**src/rtl/ccmc_regs.svh**
```systemverilog
// register offsets, field positions and reset values of the capture/compare block
`ifndef CCMC_REGS_SVH
`define CCMC_REGS_SVH
// ==========================================================
// offsets
`define CCMC_OFF_CNT_LO 8'hF9
`define CCMC_OFF_CNT_HI 8'hFA
`define CCMC_OFF_CLSEL 8'hD9
`define CCMC_OFF_MODE0 8'hDA
`define CCMC_OFF_CPL0 8'hFB
`define CCMC_OFF_CPH0 8'hFC
`define CCMC_OFF_CPL1 8'hE9
`define CCMC_OFF_CPH1 8'hEA
`define CCMC_OFF_CPL2 8'hEB
`define CCMC_OFF_CPH2 8'hEC
// ==========================================================
// mode field positions
`define CCMC_B_WIDE 7
`define CCMC_B_CMP 6
`define CCMC_B_RISE 5
`define CCMC_B_FALL 4
`define CCMC_B_MATCH 3
`define CCMC_B_TOG 2
`define CCMC_B_PWM 1
`define CCMC_B_IRQM 0
// ==========================================================
// reset values
`define CCMC_RST_BYTE 8'h00
`define CCMC_RST_CNT 16'h0000
`endif

```
**src/rtl/ccmc_pkg.sv**
```systemverilog
// types of the capture/compare block
package ccmc_pkg;
    typedef enum logic [2:0] {
        CCMC_OFF, CCMC_CAPTURE, CCMC_MATCH, CCMC_TOGGLE, CCMC_PWM8, CCMC_PWM16, CCMC_FREQ
    } ccmc_mode_e;
    typedef logic [7:0] ccmc_byte_t;
endpackage

```
**src/rtl/ccmc_channel.sv**
```systemverilog
// one capture/compare channel: edge capture, match, toggle, pwm and frequency output
`timescale 1ns/1ps
`include "ccmc_regs.svh"
module ccmc_channel (
    // clock and reset
    input wire logic clk,
    input wire logic rst_n,
    // configuration
    input wire logic [7:0] mode,
    input wire logic [1:0] cycle_sel,
    input wire logic [15:0] counter,
    input wire logic [15:0] compare,
    // pin
    input wire logic pin_in,
    output logic pin_out,
    // results
    output logic capture_stb,
    output logic [15:0] capture_val,
    output logic event_stb,
    output ccmc_pkg::ccmc_mode_e mode_now
);
    logic pin_reg, pin_next;
    logic out_reg, out_next;
    logic [15:0] cap_reg, cap_next;
    logic [7:0] freq_cnt_reg, freq_cnt_next;
    logic rise, fall, hit;
    logic [15:0] cycle_mask;
    ccmc_pkg::ccmc_mode_e md;

    // ==========================================================
    // mode decode
    always_comb begin
        md = ccmc_pkg::CCMC_OFF;
        if (mode[`CCMC_B_PWM] && mode[`CCMC_B_TOG]) begin
            md = ccmc_pkg::CCMC_FREQ;
        end else if (mode[`CCMC_B_PWM]) begin
            md = mode[`CCMC_B_WIDE] ? ccmc_pkg::CCMC_PWM16 : ccmc_pkg::CCMC_PWM8;
        end else if (mode[`CCMC_B_TOG]) begin
            md = ccmc_pkg::CCMC_TOGGLE;
        end else if (mode[`CCMC_B_MATCH]) begin
            md = ccmc_pkg::CCMC_MATCH;
        end else if (mode[`CCMC_B_RISE] || mode[`CCMC_B_FALL]) begin
            md = ccmc_pkg::CCMC_CAPTURE;
        end
        // cycle length of the narrow pwm: 8 + select bits
        cycle_mask = 16'h00FF;
        case (cycle_sel)
            2'b01: cycle_mask = 16'h01FF;
            2'b10: cycle_mask = 16'h03FF;
            2'b11: cycle_mask = 16'h07FF;
            default: cycle_mask = 16'h00FF;
        endcase
    end

    assign mode_now = md;
    assign rise = pin_in && !pin_reg && mode[`CCMC_B_RISE];
    assign fall = !pin_in && pin_reg && mode[`CCMC_B_FALL];
    assign hit = mode[`CCMC_B_CMP] && (counter[7:0] == compare[7:0]);
    assign capture_stb = rise || fall;
    assign capture_val = cap_reg;
    assign pin_out = out_reg;
    assign event_stb = capture_stb || (hit && mode[`CCMC_B_MATCH]);

    // ==========================================================
    // next state
    always_comb begin
        pin_next = pin_in;
        cap_next = capture_stb ? counter : cap_reg;
        out_next = out_reg;
        freq_cnt_next = freq_cnt_reg;
        case (md)
            ccmc_pkg::CCMC_TOGGLE: begin
                if (hit) out_next = !out_reg;
            end
            ccmc_pkg::CCMC_PWM8: begin
                out_next = (counter & cycle_mask) >= (compare & cycle_mask);
            end
            ccmc_pkg::CCMC_PWM16: begin
                out_next = counter >= compare;
            end
            ccmc_pkg::CCMC_FREQ: begin
                // ticks every clock: half period is the high compare byte plus one
                if (freq_cnt_reg == 8'h00) begin
                    freq_cnt_next = compare[15:8];
                    out_next = !out_reg;
                end else begin
                    freq_cnt_next = freq_cnt_reg - 8'h01;
                end
            end
            default: out_next = out_reg;
        endcase
    end

    always_ff @(posedge clk or negedge rst_n) begin
        if (!rst_n) begin
            pin_reg <= 1'b0;
            out_reg <= 1'b0;
            cap_reg <= `CCMC_RST_CNT;
            freq_cnt_reg <= `CCMC_RST_BYTE;
        end else begin
            pin_reg <= pin_next;
            out_reg <= out_next;
            cap_reg <= cap_next;
            freq_cnt_reg <= freq_cnt_next;
        end
    end

    // ==========================================================
    // checks
    a_fall_capture: assert property (@(posedge clk) disable iff (!rst_n)
        (mode[`CCMC_B_FALL] && pin_reg && !pin_in) |=> cap_reg == $past(counter))
        else $error("falling capture value wrong");
    a_rise_capture: assert property (@(posedge clk) disable iff (!rst_n)
        (mode[`CCMC_B_RISE] && !pin_reg && pin_in) |=> cap_reg == $past(counter))
        else $error("rising capture value wrong");
    a_wide_select: assert property (@(posedge clk) disable iff (!rst_n)
        (mode[`CCMC_B_PWM] && !mode[`CCMC_B_TOG] && mode[`CCMC_B_WIDE])
        |=> out_reg == ($past(counter) >= $past(compare)))
        else $error("wide pwm output wrong");
    a_freq_mode: assert property (@(posedge clk) disable iff (!rst_n)
        (md == ccmc_pkg::CCMC_FREQ && freq_cnt_reg == 8'h00) |=> out_reg != $past(out_reg))
        else $error("frequency output did not toggle");
    a_cycle_len: assert property (@(posedge clk) disable iff (!rst_n)
        (md == ccmc_pkg::CCMC_PWM8 && cycle_sel == 2'b10)
        |=> out_reg == ($past(counter[9:0]) >= $past(compare[9:0])))
        else $error("cycle length wrong");
    c_capture: cover property (@(posedge clk) disable iff (!rst_n) capture_stb);
    c_freq: cover property (@(posedge clk) disable iff (!rst_n) md == ccmc_pkg::CCMC_FREQ);
    c_pwm: cover property (@(posedge clk) disable iff (!rst_n) md == ccmc_pkg::CCMC_PWM8 && out_reg);
endmodule

```
**src/rtl/ccmc_top.sv**
```systemverilog
// counter, register file and three capture/compare channels on the special-function bus
`timescale 1ns/1ps
`include "ccmc_regs.svh"
// What this block does
// - falling edge on a channel pin captures the counter when falling enable set
// - pwm uses 16-bit mode when wide select is 1, else 8 to 11 bits
// - pwm plus toggle enable makes the channel a frequency output
// - counter low byte register is counter bits 7:0, reset zero
// - watchdog enable set blocks software writes to the counter low byte
// - reading the low byte snapshots the high byte for later high reads
// - narrow pwm cycle length 8, 9, 10 or 11 bits from 2-bit select
// - writing a channel compare low byte clears its comparator enable
module ccmc_top #(
    parameter int CHANNELS = 3
) (
    // clock and reset
    input wire logic clk_sys,
    input wire logic rst_b,
    // special-function register bus
    input wire logic [7:0] sfr_addr,
    input wire logic sfr_wr,
    input wire logic sfr_rd,
    input wire logic [7:0] sfr_wdata,
    output logic [7:0] sfr_rdata,
    // control
    input wire logic watchdog_enable_bit,
    input wire logic count_enable,
    // channel pins
    input wire logic [2:0] chan_pin_in,
    output logic [2:0] chan_pin_out,
    output logic [2:0] module_event_flag
);
    logic rst_s1, rst_n;
    logic [15:0] cnt_reg, cnt_next;
    logic [7:0] snap_reg, snap_next;
    logic [7:0] rdata_reg, rdata_next;
    logic [1:0] clsel_reg, clsel_next;
    logic [7:0] mode_reg [3], mode_next [3];
    logic [15:0] cmp_reg [3], cmp_next [3];
    logic [15:0] cap_val [3];
    logic [2:0] cap_stb, ev_stb, flag_reg, flag_next;
    logic [2:0] cap_dly_reg, cap_dly_next;
    logic wr_lo;

    // ==========================================================
    // reset release
    always_ff @(posedge clk_sys or negedge rst_b) begin
        if (!rst_b) begin
            rst_s1 <= 1'b0;
            rst_n <= 1'b0;
        end else begin
            rst_s1 <= 1'b1;
            rst_n <= rst_s1;
        end
    end

    function automatic logic [7:0] cpl_off(input int ch);
        cpl_off = (ch == 0) ? `CCMC_OFF_CPL0 : (ch == 1) ? `CCMC_OFF_CPL1 : `CCMC_OFF_CPL2;
    endfunction
    function automatic logic [7:0] cph_off(input int ch);
        cph_off = (ch == 0) ? `CCMC_OFF_CPH0 : (ch == 1) ? `CCMC_OFF_CPH1 : `CCMC_OFF_CPH2;
    endfunction

    // ==========================================================
    // channels
    for (genvar g = 0; g < 3; g++) begin : g_ch
        ccmc_channel u_ch (
            .clk(clk_sys),
            .rst_n(rst_n),
            .mode(mode_reg[g]),
            .cycle_sel(clsel_reg),
            .counter(cnt_reg),
            .compare(cmp_reg[g]),
            .pin_in(chan_pin_in[g]),
            .pin_out(chan_pin_out[g]),
            .capture_stb(cap_stb[g]),
            .capture_val(cap_val[g]),
            .event_stb(ev_stb[g]),
            .mode_now()
        );
    end

    assign wr_lo = sfr_wr && sfr_addr == `CCMC_OFF_CNT_LO && !watchdog_enable_bit;
    assign sfr_rdata = rdata_reg;
    assign module_event_flag = flag_reg;

    // ==========================================================
    // register file next state
    always_comb begin
        cnt_next = count_enable ? cnt_reg + 16'h0001 : cnt_reg;
        snap_next = snap_reg;
        clsel_next = clsel_reg;
        rdata_next = 8'h00;
        flag_next = flag_reg | ev_stb;
        // channel registers the counter at the edge, so hand it over one cycle later
        cap_dly_next = cap_stb;
        for (int i = 0; i < 3; i++) begin
            mode_next[i] = mode_reg[i];
            cmp_next[i] = cap_dly_reg[i] ? cap_val[i] : cmp_reg[i];
        end
        if (wr_lo) begin
            cnt_next = {cnt_next[15:8], sfr_wdata};
        end else if (sfr_wr && sfr_addr == `CCMC_OFF_CNT_HI && !watchdog_enable_bit) begin
            cnt_next = {sfr_wdata, cnt_next[7:0]};
        end else if (sfr_wr && sfr_addr == `CCMC_OFF_CLSEL) begin
            clsel_next = sfr_wdata[1:0];
        end
        for (int i = 0; i < 3; i++) begin
            if (sfr_wr && sfr_addr == `CCMC_OFF_MODE0 + 8'(i)) begin
                mode_next[i] = sfr_wdata;
            end else if (sfr_wr && sfr_addr == cpl_off(i)) begin
                cmp_next[i] = {cmp_reg[i][15:8], sfr_wdata};
                mode_next[i][`CCMC_B_CMP] = 1'b0;
            end else if (sfr_wr && sfr_addr == cph_off(i)) begin
                cmp_next[i] = {sfr_wdata, cmp_reg[i][7:0]};
                mode_next[i][`CCMC_B_CMP] = 1'b1;
            end
        end
        if (sfr_rd) begin
            if (sfr_addr == `CCMC_OFF_CNT_LO) begin
                rdata_next = cnt_reg[7:0];
                snap_next = cnt_reg[15:8];
            end else if (sfr_addr == `CCMC_OFF_CNT_HI) begin
                rdata_next = snap_reg;
            end else if (sfr_addr == `CCMC_OFF_CLSEL) begin
                rdata_next = {6'h00, clsel_reg};
            end
            for (int i = 0; i < 3; i++) begin
                if (sfr_addr == `CCMC_OFF_MODE0 + 8'(i)) rdata_next = mode_reg[i];
                if (sfr_addr == cpl_off(i)) rdata_next = cmp_reg[i][7:0];
                if (sfr_addr == cph_off(i)) rdata_next = cmp_reg[i][15:8];
            end
        end
    end

    always_ff @(posedge clk_sys or negedge rst_n) begin
        if (!rst_n) begin
            cnt_reg <= `CCMC_RST_CNT;
            snap_reg <= `CCMC_RST_BYTE;
            rdata_reg <= `CCMC_RST_BYTE;
            clsel_reg <= 2'h0;
            flag_reg <= 3'h0;
            cap_dly_reg <= 3'h0;
            for (int i = 0; i < 3; i++) begin
                mode_reg[i] <= `CCMC_RST_BYTE;
                cmp_reg[i] <= `CCMC_RST_CNT;
            end
        end else begin
            cnt_reg <= cnt_next;
            snap_reg <= snap_next;
            rdata_reg <= rdata_next;
            clsel_reg <= clsel_next;
            flag_reg <= flag_next;
            cap_dly_reg <= cap_dly_next;
            for (int i = 0; i < 3; i++) begin
                mode_reg[i] <= mode_next[i];
                cmp_reg[i] <= cmp_next[i];
            end
        end
    end

    // ==========================================================
    // checks
    a_low_write: assert property (@(posedge clk_sys) disable iff (!rst_n)
        wr_lo |=> cnt_reg[7:0] == $past(sfr_wdata))
        else $error("low byte write lost");
    a_low_read: assert property (@(posedge clk_sys) disable iff (!rst_n)
        (sfr_rd && sfr_addr == `CCMC_OFF_CNT_LO) |=> sfr_rdata == $past(cnt_reg[7:0]))
        else $error("low byte read wrong");
    a_wdt_block: assert property (@(posedge clk_sys) disable iff (!rst_n)
        (sfr_wr && sfr_addr == `CCMC_OFF_CNT_LO && watchdog_enable_bit && !count_enable)
        |=> $stable(cnt_reg))
        else $error("write passed while watchdog on");
    a_wdt_high: assert property (@(posedge clk_sys) disable iff (!rst_n)
        (sfr_wr && sfr_addr == `CCMC_OFF_CNT_HI && watchdog_enable_bit && !count_enable)
        |=> $stable(cnt_reg))
        else $error("high write passed while watchdog on");
    // a byte write wins over the increment, so only quiet cycles are checked
    a_count_step: assert property (@(posedge clk_sys) disable iff (!rst_n)
        (count_enable && !sfr_wr) |=> cnt_reg == $past(cnt_reg) + 16'h0001)
        else $error("counter did not step");
    a_snap_read: assert property (@(posedge clk_sys) disable iff (!rst_n)
        (sfr_rd && sfr_addr == `CCMC_OFF_CNT_LO) |=> snap_reg == $past(cnt_reg[15:8]))
        else $error("snapshot not taken");
    a_high_read: assert property (@(posedge clk_sys) disable iff (!rst_n)
        (sfr_rd && sfr_addr == `CCMC_OFF_CNT_HI) |=> sfr_rdata == $past(snap_reg))
        else $error("high read not from snapshot");
    a_rdata_idle: assert property (@(posedge clk_sys) disable iff (!rst_n)
        !sfr_rd |=> sfr_rdata == 8'h00)
        else $error("read data not cleared");
    a_clsel_write: assert property (@(posedge clk_sys) disable iff (!rst_n)
        (sfr_wr && sfr_addr == `CCMC_OFF_CLSEL) |=> clsel_reg == $past(sfr_wdata[1:0]))
        else $error("cycle select write lost");
    a_mode_write: assert property (@(posedge clk_sys) disable iff (!rst_n)
        (sfr_wr && sfr_addr == `CCMC_OFF_MODE0) |=> mode_reg[0] == $past(sfr_wdata))
        else $error("mode write lost");
    a_cmp_clear: assert property (@(posedge clk_sys) disable iff (!rst_n)
        (sfr_wr && sfr_addr == `CCMC_OFF_CPL0) |=> !mode_reg[0][`CCMC_B_CMP])
        else $error("comparator enable not cleared");
    a_cmp_clear_one: assert property (@(posedge clk_sys) disable iff (!rst_n)
        (sfr_wr && sfr_addr == `CCMC_OFF_CPL1) |=> !mode_reg[1][`CCMC_B_CMP])
        else $error("comparator enable one not cleared");
    a_cmp_clear_two: assert property (@(posedge clk_sys) disable iff (!rst_n)
        (sfr_wr && sfr_addr == `CCMC_OFF_CPL2) |=> !mode_reg[2][`CCMC_B_CMP])
        else $error("comparator enable two not cleared");
    a_cmp_set: assert property (@(posedge clk_sys) disable iff (!rst_n)
        (sfr_wr && sfr_addr == `CCMC_OFF_CPH0) |=> mode_reg[0][`CCMC_B_CMP])
        else $error("comparator enable not set");
    a_cmp_set_one: assert property (@(posedge clk_sys) disable iff (!rst_n)
        (sfr_wr && sfr_addr == `CCMC_OFF_CPH1) |=> mode_reg[1][`CCMC_B_CMP])
        else $error("comparator enable one not set");
    a_capture_store: assert property (@(posedge clk_sys) disable iff (!rst_n)
        (cap_stb[0] ##1 !sfr_wr) |=> cmp_reg[0] == $past(cnt_reg, 2))
        else $error("captured counter not stored");
    // flags have no clear path, so once set they stay set
    a_flag_sticky: assert property (@(posedge clk_sys) disable iff (!rst_n)
        flag_reg[0] |=> flag_reg[0])
        else $error("event flag dropped");
    c_snap: cover property (@(posedge clk_sys) disable iff (!rst_n)
        (sfr_rd && sfr_addr == `CCMC_OFF_CNT_LO) ##1 (sfr_rd && sfr_addr == `CCMC_OFF_CNT_HI));
    c_block: cover property (@(posedge clk_sys) disable iff (!rst_n)
        sfr_wr && sfr_addr == `CCMC_OFF_CNT_LO && watchdog_enable_bit);
endmodule

```
**config.mk**
```make
export PLATFORM = sky130hd
export DESIGN_NAME = ccmc_top
export DESIGN_NICKNAME = d
export VERILOG_FILES = /design/src/rtl/ccmc_pkg.sv /design/src/rtl/ccmc_channel.sv /design/src/rtl/ccmc_top.sv
export VERILOG_INCLUDE_DIRS = /design/src /design/src/rtl
export SDC_FILE = /design/constraint.sdc
export NUM_CORES = 1
export LEC_CHECK = 0
export BUFFER_PORTS_ARGS = -buffer_cell sky130_fd_sc_hd__buf_2
export CORE_UTILIZATION = 45
export DETAILED_ROUTE_END_ITERATION = 16
export GPL_TIMING_DRIVEN = 0
export HOLD_SLACK_MARGIN = 0.03
export SKIP_CTS_REPAIR_TIMING = 1
export SLEW_MARGIN = 20
export SYNTH_ARGS = -nofsm -noshare
export SYNTH_HDL_FRONTEND = slang
export SYNTH_SLANG_ARGS = --single-unit
```
**constraint.sdc**
```tcl
create_clock -name clk_sys -period 7.7 [get_ports clk_sys]
set_input_delay 0 -clock clk_sys [delete_from_list [all_inputs] [get_ports clk_sys]]
set_output_delay 0 -clock clk_sys [all_outputs]
set_load 0.02 [all_outputs]
```
==> results of run 1 <==
==> layer usage <==
layer,share of wire,vias to the layer above,global-route usage
met5,0,-,0
li1,-,4297,-
met3,0.083,71,0.04493
met2,0.44,406,0.4490
met1,0.44,4729,0.4280
met4,0.033,0,0.1071
==> worst max-delay path: cells and delay by family, from the launching register on <==
kind	cells	cell delay, ns
AOI/OAI and AO/OA	1	0.10
xor gates and xnor gates	1	0.18
adders and majority gates	1	0.43
buffers and inverters	2	1.06
DFF	1	0.35
and+or+nand+nor	3	0.81
==> cells by family (layout without fill, tap and decap cells) <==
kind of cell / count (synthesis) / in the layout / share of synthesized area
xor gates and xnor gates: 20 / 20 / 0.01582
adders and majority gates: 64 / 64 / 0.07231
buffers and inverters: 151 / 237 / 0.05773
other: 1 / 2 / 0.0003386
muxes: 83 / 83 / 0.08383
AOI/OAI and AO/OA: 308 / 308 / 0.1871
DFF: 192 / 192 / 0.4338
and+or+nand+nor: 303 / 303 / 0.1490
==> placed cells by master (no fill, tap or decap), drive strengths merged, types with 6 or more instances in the layout <==
cell         synthesis  final
a31oi               12     12
nand2               86     86
mux2                78     78
nor3                21     21
dlygate4sd3          0     16
ha                  64     64
a211oi              12     12
o22a                 8      8
xnor2               10     10
buf                 30     68
a22oi               13     13
o22ai               20     20
clkbuf              35     54
inv                 85     89
dfrtp              192    192
and2                17     17
a221o               19     19
a21oi               74     74
o31ai                8      8
nand4               14     14
nand3               44     44
a21o                 7      7
a222oi              16     16
nand3b              11     11
and3                11     11
clkinv               1      6
nor2                44     44
xor2                10     10
o21ai               73     73
nand2b               9      9
or3                  9      9
==> power by group through the flow <==
stage | Combinational (mW) | Clock (mW) | Sequential (mW)
floorplan | 0.448 | 0 | 1.25
global placement | 0.587 | 0 | 1.35
detailed placement | 0.625 | 0 | 1.33
CTS | 0.627 | 0.899 | 1.31
global route | 0.712 | 0.932 | 1.33
finish | 0.641 | 0.883 | 1.32
==> area by class of cell <==
cell class                 instances  area share
multi-input combinational        779      0.4512
sequential                       192      0.3853
clock buffer                      19     0.03550
timing repair buffer              54     0.03349
tap                              324     0.03249
inverter                          86     0.02587
buffer                            65     0.02537
clock inverter                    13     0.01053
antenna                            1   0.0002005
==> metrics by stage <==
stage,power [mW],util
finish,2.845,0.5146
global route,2.975,0.5145
CTS,2.838,0.5079
detailed placement,1.956,0.4842
global placement,1.932,0.4807
floorplan,1.701,-
==> cells in the mapped netlist (all sizes together) (4+ instances only) <==
master | count | area, sq um
nor2b | 5 | 31.28
nor2 | 44 | 167.7
nand4 | 14 | 87.58
clkbuf | 35 | 131.4
nand3b | 11 | 82.58
o31ai | 8 | 60.06
xnor2 | 10 | 87.58
or3b | 5 | 43.79
or3 | 9 | 56.30
buf | 30 | 185.2
nand3 | 44 | 245.2
a221o | 19 | 190.2
nand2 | 86 | 322.8
mux2i | 5 | 50.05
a211oi | 12 | 90.09
a31oi | 12 | 75.07
a21oi | 74 | 374.1
ha | 64 | 800.8
xor2 | 10 | 87.58
nor3 | 21 | 105.1
and2 | 17 | 106.4
a221oi | 4 | 41.29
o21ai | 73 | 376.6
o22ai | 20 | 125.1
and3 | 11 | 68.82
o211ai | 5 | 37.54
dfrtp | 192 | 4805
nor4 | 4 | 25.02
o22a | 8 | 70.07
inv | 85 | 319.1
mux2 | 78 | 878.3
a21o | 7 | 52.55
a222oi | 16 | 160.2
o32ai | 4 | 35.03
nand4bb | 4 | 50.05
a22oi | 13 | 97.59
nand2b | 9 | 56.30
==> how the worst min path moves through the flow <==
stage	end	slack, ns	depth (start not counted)
floorplan	rst_n	-0.30	0
global placement	rst_s1	-0.21	1
detailed placement	rst_s1	-0.21	1
CTS	rst_n	-0.68	1
global route	sfr_rdata[0]	0.05	3
finish	sfr_rdata[0]	0.04	3
==> impl_results.md, run 1 <==
- First-pass GRT wire length: 55.75 mm
- GRT overflow: 0
- Crit end category: flip-flop
- Place WS: 4.735 ns
- Flop pwr share: 0.464
- Critical R2R Launch: cnt_reg[0]
- Syn Inst Count: 1,122
- Critical path, cell by cell: clkbuf_1 -> inv_1 -> ha_1 -> nand3_1 -> nor3_1 -> xnor2_1 -> o32ai_1 -> or3_1
- Starting Density: 0.4567
- Avg Cell Area, Syn: 9.870 sq um
- PwrDens: 228.0 nW/um^2
- Tmin final: 3.069 ns
- Final nets: 1,284
- Outcome: completed
- Vias in the first global route: 8,920
- Setup TNS: 0 ns
- Worst Skew: 0.01246 ns
- Total iterations of the first detailed-routing run: 8
- Worst-Margin Slew: 1.100 ns
- Sw Share: 0.3430
- Main synth FF type: dfrtp_1
- Worst R2R Path Depth: 8
- Clock Power Share: 0.311
- Reg-to-reg critical path endpoint: g_ch[0].u_ch.pin_out
- CTS tree: built
- Max_slew headroom: 0.2665
- IO buf count: 35
- Final setup fails: 0
- Initial antenna violation count: 0
- Synth async-reset ratio: 1.000
- Row cnt: 57
- Worst Setup Path Type: reg -> reg
- Clock buffer count from CTS: 17
- Vias per inst: 6.199
- DP Cell Count: 1,484
- Post-DR wirelength/cell: 24.08 microns
- Clock latency on the worst-skew pair: 0.44 ns
- Final Hold Vio Count: 0
- Peak supply drop: 0.1312 mV
- Area Overhead vs Synth: 12.68%
- Layout cell share with drive strength beyond 1: 0.1639
- Number of synthesized register bits: 192
- WHS: 0.03793 ns
- Max Fclk: 325.9 MHz
- Synthesized area: 11,070 sq um
- Crit path from: cnt_reg[0]
- Total length of routed wires: 36.92 mm
- Detail Route Antenna Nets: 0
- Startpoint types: flip-flop
- Hold Crit Class: in -> reg
- Initial drt markers: 930
- Drc violations: 0
- Register Area: 4808 sq um
- Max H-tree Level: 4
- Fill cell count: 2,300
- Die Ht: 158.9 microns
- Die area: 25,240 sq um
- CTS root buffer: clkbuf_16
- Combinational Power Share: 0.225
- Total GRT Usage: 0.2961
- FF-to-FF setup slack: 4.63 ns
- P_sw: 975.7 uW
- # IOs: 39
- Slowest CP cell: clkbuf_1
- Worst Path Required: 8.02 ns
- EDFF count, synth: 0
- Slew Limit Fails: 0
- Core Box Area: 24,250 sq um
- Max-cap viol count: 0
- Placed cell area: 11,740 sq um
- LEAKAGE: 5.699 nW
- Worst Setup EP: g_ch[0].u_ch.pin_out
- Vias: 9,503
- Synthesis Warnings: 0
- Crit path DAT: 3.38 ns
- Multi-input logic area: 5630 sq um
- Num Clock Sinks: 192
- Clock transition at path regs: 0.07 ns
- CP max stage delay: 0.68 ns
- HPWL after DPL: 26.38 mm
- Final clock period utilization by the worst path: 0.3985
- Final instance area: 12,480 sq um
- Largest net degree at the start of global routing: 56
- RD Place Congestion: 0.9654
- Layout Cells excl Fill: 1,533
- RSZ-0062 raised after global routing: false
- Final Worst Setup Slack: 4.631 ns
- Syn nets: 1,211
- Hold_sp: sfr_rd
- P_int: 1.869 mW
- Distinct cells, synth: 79
- CTS Buffer Depth: 2
- CP Max Fanout: 8
- Die X: 158.9 microns
- Post-synthesis sequential area ratio: 0.4338
Power figures use the tool's default switching activity.
==> run 2: changes to the inputs <==
--- a/config.mk
+++ b/config.mk
@@ -6,6 +6,7 @@
 export SDC_FILE = /design/constraint.sdc
 export NUM_CORES = 1
 export LEC_CHECK = 0
+export ABC_AREA = 1
 export BUFFER_PORTS_ARGS = -buffer_cell sky130_fd_sc_hd__buf_2
 export CORE_UTILIZATION = 45
 export DETAILED_ROUTE_END_ITERATION = 16
==> constraint.sdc (replaced) <==
create_clock -name clk_sys -period 2.6 [get_ports clk_sys]
set_input_delay 0 -clock clk_sys [delete_from_list [all_inputs] [get_ports clk_sys]]
set_output_delay 0 -clock clk_sys [all_outputs]
set_load 0.02 [all_outputs]
==> run 2 against run 1 <==
Compared with the run above: via count up 6.7%; sequential power rose to 2.9 times the previous value; critical endpoint is now cnt_reg[15]; critical path type unchanged; largest cell class unchanged; synthesized area down 0.20%; combinational power rose to 3.2 times the previous value.
==> impl_results.md, run 2 <==
- Outcome: completed
- M3 GR Usage: 0.06479 (+0.01985)
- Hold Crit Class: in -> reg
- CTS root buffer: clkbuf_16
- Sw Share: 0.3513 (+0.008352)
- Post-DR wirelength/cell: 20.54 microns (-15%)
- Max_slew headroom: 0.2137 (-0.05288)
- Clock transition at path regs: 0.08 ns (about the same)
- Setup TNS: 0 ns (unchanged)
- Area contributors post-synth: dfrtp_1, nand2_1, o21ai_0
- Fill cell count: 2,273 (-1.2%)
- Crit end category: flip-flop
- Syn nets: 1,486 (+23%)
- Final nets: 1,568 (+22%)
- Commonest non-fill, non-tap cell in the layout: nand2_1
- Vias in the first global route: 9,648 (+8.2%)
- WHS: 0.02329 ns (-0.01463 ns)
- DP Cell Count: 1,758 (+18%)
- Avg Cell Area, Syn: 7.911 sq um (-20%)
- IO buf count: 38 (+8.6%)
- Max-cap viol count: 0 (unchanged)
- GR Layer Usage met2: 0.4599 (+0.01096)
- Global routing usage on met1: 0.4081 (-0.01991)
- Clock latency on the worst-skew pair: 0.44 ns (about the same)
- Worst Skew: 0.01117 ns (-0.001288 ns)
- Initial antenna violation count: 0 (unchanged)
- Clock buffer count from CTS: 17 (unchanged)
- Max H-tree Level: 4 (unchanged)
- CTS Buffer Depth: 2 (unchanged)
- Crit path DAT: 2.81 ns (-0.57 ns)
- Final Util: 0.5298 (+0.01521)
- RSZ-0062 raised after global routing: false
- Number of synthesized register bits: 192 (unchanged)
- Slew Limit Fails: 0 (unchanged)
- Total GRT Usage: 0.3010 (+0.004911)
- Layout Cells excl Fill: 1,811 (+18%)
- Clock Power Share: 0.324 (+0.013)
- EDFF count, synth: 0 (unchanged)
- Area Overhead vs Synth: 13.87%
- Vias: 10,140 (+6.7%)
- LEAKAGE: 6.037 nW (+5.9%)
- Synthesized area: 11,050 sq um (-0.20%)
- Synth async-reset ratio: 1.000 (unchanged)
- Post-synthesis sequential area ratio: 0.4347 (+0.0008841)
- PwrDens: 698.2 nW/um^2 (+210%)
- Layout cell share with drive strength beyond 1: 0.09383 (-0.07007)
- Die Ht: 158.7 microns (-0.10%)
- CP max stage delay: 0.61 ns (-0.07 ns)
- Flop pwr share: 0.442 (-0.022)
- CP Max Fanout: 7 (-1)
- First-pass GRT wire length: 56.53 mm (+1.4%)
- Grt peak-use layer: met2
- HPWL after DPL: 26.85 mm (+1.8%)
- Total iterations of the first detailed-routing run: 5 (-3)
- Die area: 25,190 sq um (-0.20%)
- Startpoint types: flip-flop
- Row cnt: 56 (-1.8%)
- Core Box Area: 23,750 sq um (-2.0%)
- Largest net degree at the start of global routing: 56 (unchanged)
- Peak supply drop: 0.5134 mV (+290%)
- Worst Path Required: 2.90 ns (-5.12 ns)
- Max Fclk: 398.2 MHz (+22%)
- Worst Setup Path Type: reg -> reg
- FF-to-FF setup slack: 0.09 ns (-4.54 ns)
- RD Place Congestion: 0.9560 (-0.97%)
- Syn Inst Count: 1,397 (+25%)
- Crit-path most repeated cell: nand2_1
- Final Hold Vio Count: 0 (unchanged)
- GRT overflow: 0 (unchanged)
- Final clock period utilization by the worst path: 0.9658 (+0.5673)
- Num Clock Sinks: 192 (unchanged)
- Place WS: 0.01810 ns (-4.717 ns)
- Total length of routed wires: 37.20 mm (+0.76%)
- P_sw: 3.087 mW (+220%)
- Drc violations: 0 (unchanged)
- Critical path, cell by cell: buf_2 -> nand2_1 -> nor3_1 -> nand2_1 -> nor2_1 -> nand3_1 -> nor2_1 -> nand2_1 -> xor2_1 -> o21ai_1
- Slowest CP cell: dfrtp_1
- Leading area contributor after synthesis: dfrtp_1
- Main synth FF type: dfrtp_1
- P_int: 5.700 mW (+200%)
- Share of the synthesized area in the top cell type: 0.4347 (+0.0008841)
- # IOs: 39 (unchanged)
- Final Worst Setup Slack: 0.08890 ns (-4.542 ns)
- Die X: 158.7 microns (-0.10%)
- Tmin final: 2.511 ns (-0.5576 ns)
- Distinct cells, synth: 51 (-35%)
- Worst-Margin Slew: 1.180 ns (+0.07932 ns)
- Antenna diodes: 0 (-1)
- Detail Route Antenna Nets: 0 (unchanged)
- Starting Density: 0.4653 (+0.008579)
- Commonest cells after routing, fill and taps aside: nand2_1, dfrtp_1, o21ai_0, inv_1, nand3_1
- Top cells by count, synth: nand2_1, dfrtp_1, o21ai_0
- Most common cell in the netlist: nand2_1
- Vias per inst: 5.596 (-9.7%)
- Combinational Power Share: 0.233 (+0.008)
- Initial drt markers: 988 (+6.2%)
- Final setup fails: 0 (unchanged)
- Synthesis Warnings: 0 (unchanged)
- CTS tree: built
==> run 2: changes by cell type after synthesis, moves of 14 or more <==
cell      previous run  this run
clkbuf_1            35        21
nand2_1             86       358
a21oi_1             73        59
and2_1              16         1
mux2_2              78         0
nand3_1             42        69
inv_1               85       168
o221ai_1             2        45
a222oi_1            16         0
o22ai_1             20         6
a221o_1             19         0
o21ai_0             60       177
nor2_1              43        65
==> run 2: worst paths after layout <==
| kind | from | endpoint | cells past startpoint |
|---|---|---|---|
| max in group asynchronous | rst_n | g_ch[2].u_ch.freq_cnt_reg[3] | 2 |
| worst min-delay path | sfr_wr | clsel_reg[1] | 3 |
| worst min register to register | rst_n | cnt_reg[5] | 0 |
| worst max-delay path | cnt_reg[5] | cnt_reg[15] | 10 |
| worst max register to register | cnt_reg[5] | cnt_reg[15] | 10 |
| min in group asynchronous | rst_n | cnt_reg[5] | 0 |
==> run 2: layout make-up <==
type	instances	area (sq um)	share of cell area
multi-input combinational	977	5354	0.4254
sequential	192	4813	0.3825
inverter	188	708.2	0.05627
timing repair buffer	63	503.0	0.03997
clock buffer	18	439.2	0.03490
tap	319	399.1	0.03172
buffer	40	187.7	0.01491
clock inverter	14	180.2	0.01432
==> run 2: logic make-up after synthesis <==
logic type,synth area share
flip-flops,0.4347
AND/OR/NAND/NOR,0.2233
XOR/XNOR,0.01506
buffers and inverters,0.08083
AO/OA/AOI/OAI,0.1733
adder cells (fa/ha/maj),0.07246
other,0.0003393
==> run 2: critical path, delay by kind of cell (launching register included) <==
family                    cells  cell delay, ns
buffers and inverters         1            0.39
and+or+nand+nor               7            1.16
DFF                           1            0.61
AOI/OAI and AO/OA             1            0.07
xor gates and xnor gates      1            0.13
==> run 2: layer usage <==
layer	routed length, microns	up-vias
li1	-	4842
met1	16430	4821
met2	16320	388
met3	2830	84
met4	1621	0
met5	0	-
==> run 2: stage by stage <==
stage	power [mW]	area [sq um]
6_report	8.787	12580
5_1_grt	9.242	12580
3_3_place_gp	5.844	11640
2_1_floorplan	5.079	11060
4_1_cts	8.737	12370
3_5_place_dp	5.914	11750
==> run 2: power groups by stage <==
stage	clock network, mW	logic (mW)	registers (mW)
2_1_floorplan	0	1.38	3.70
3_3_place_gp	0	1.89	3.96
3_5_place_dp	0	2.00	3.91
4_1_cts	2.87	2.02	3.85
5_1_grt	2.99	2.33	3.92
6_report	2.85	2.05	3.89
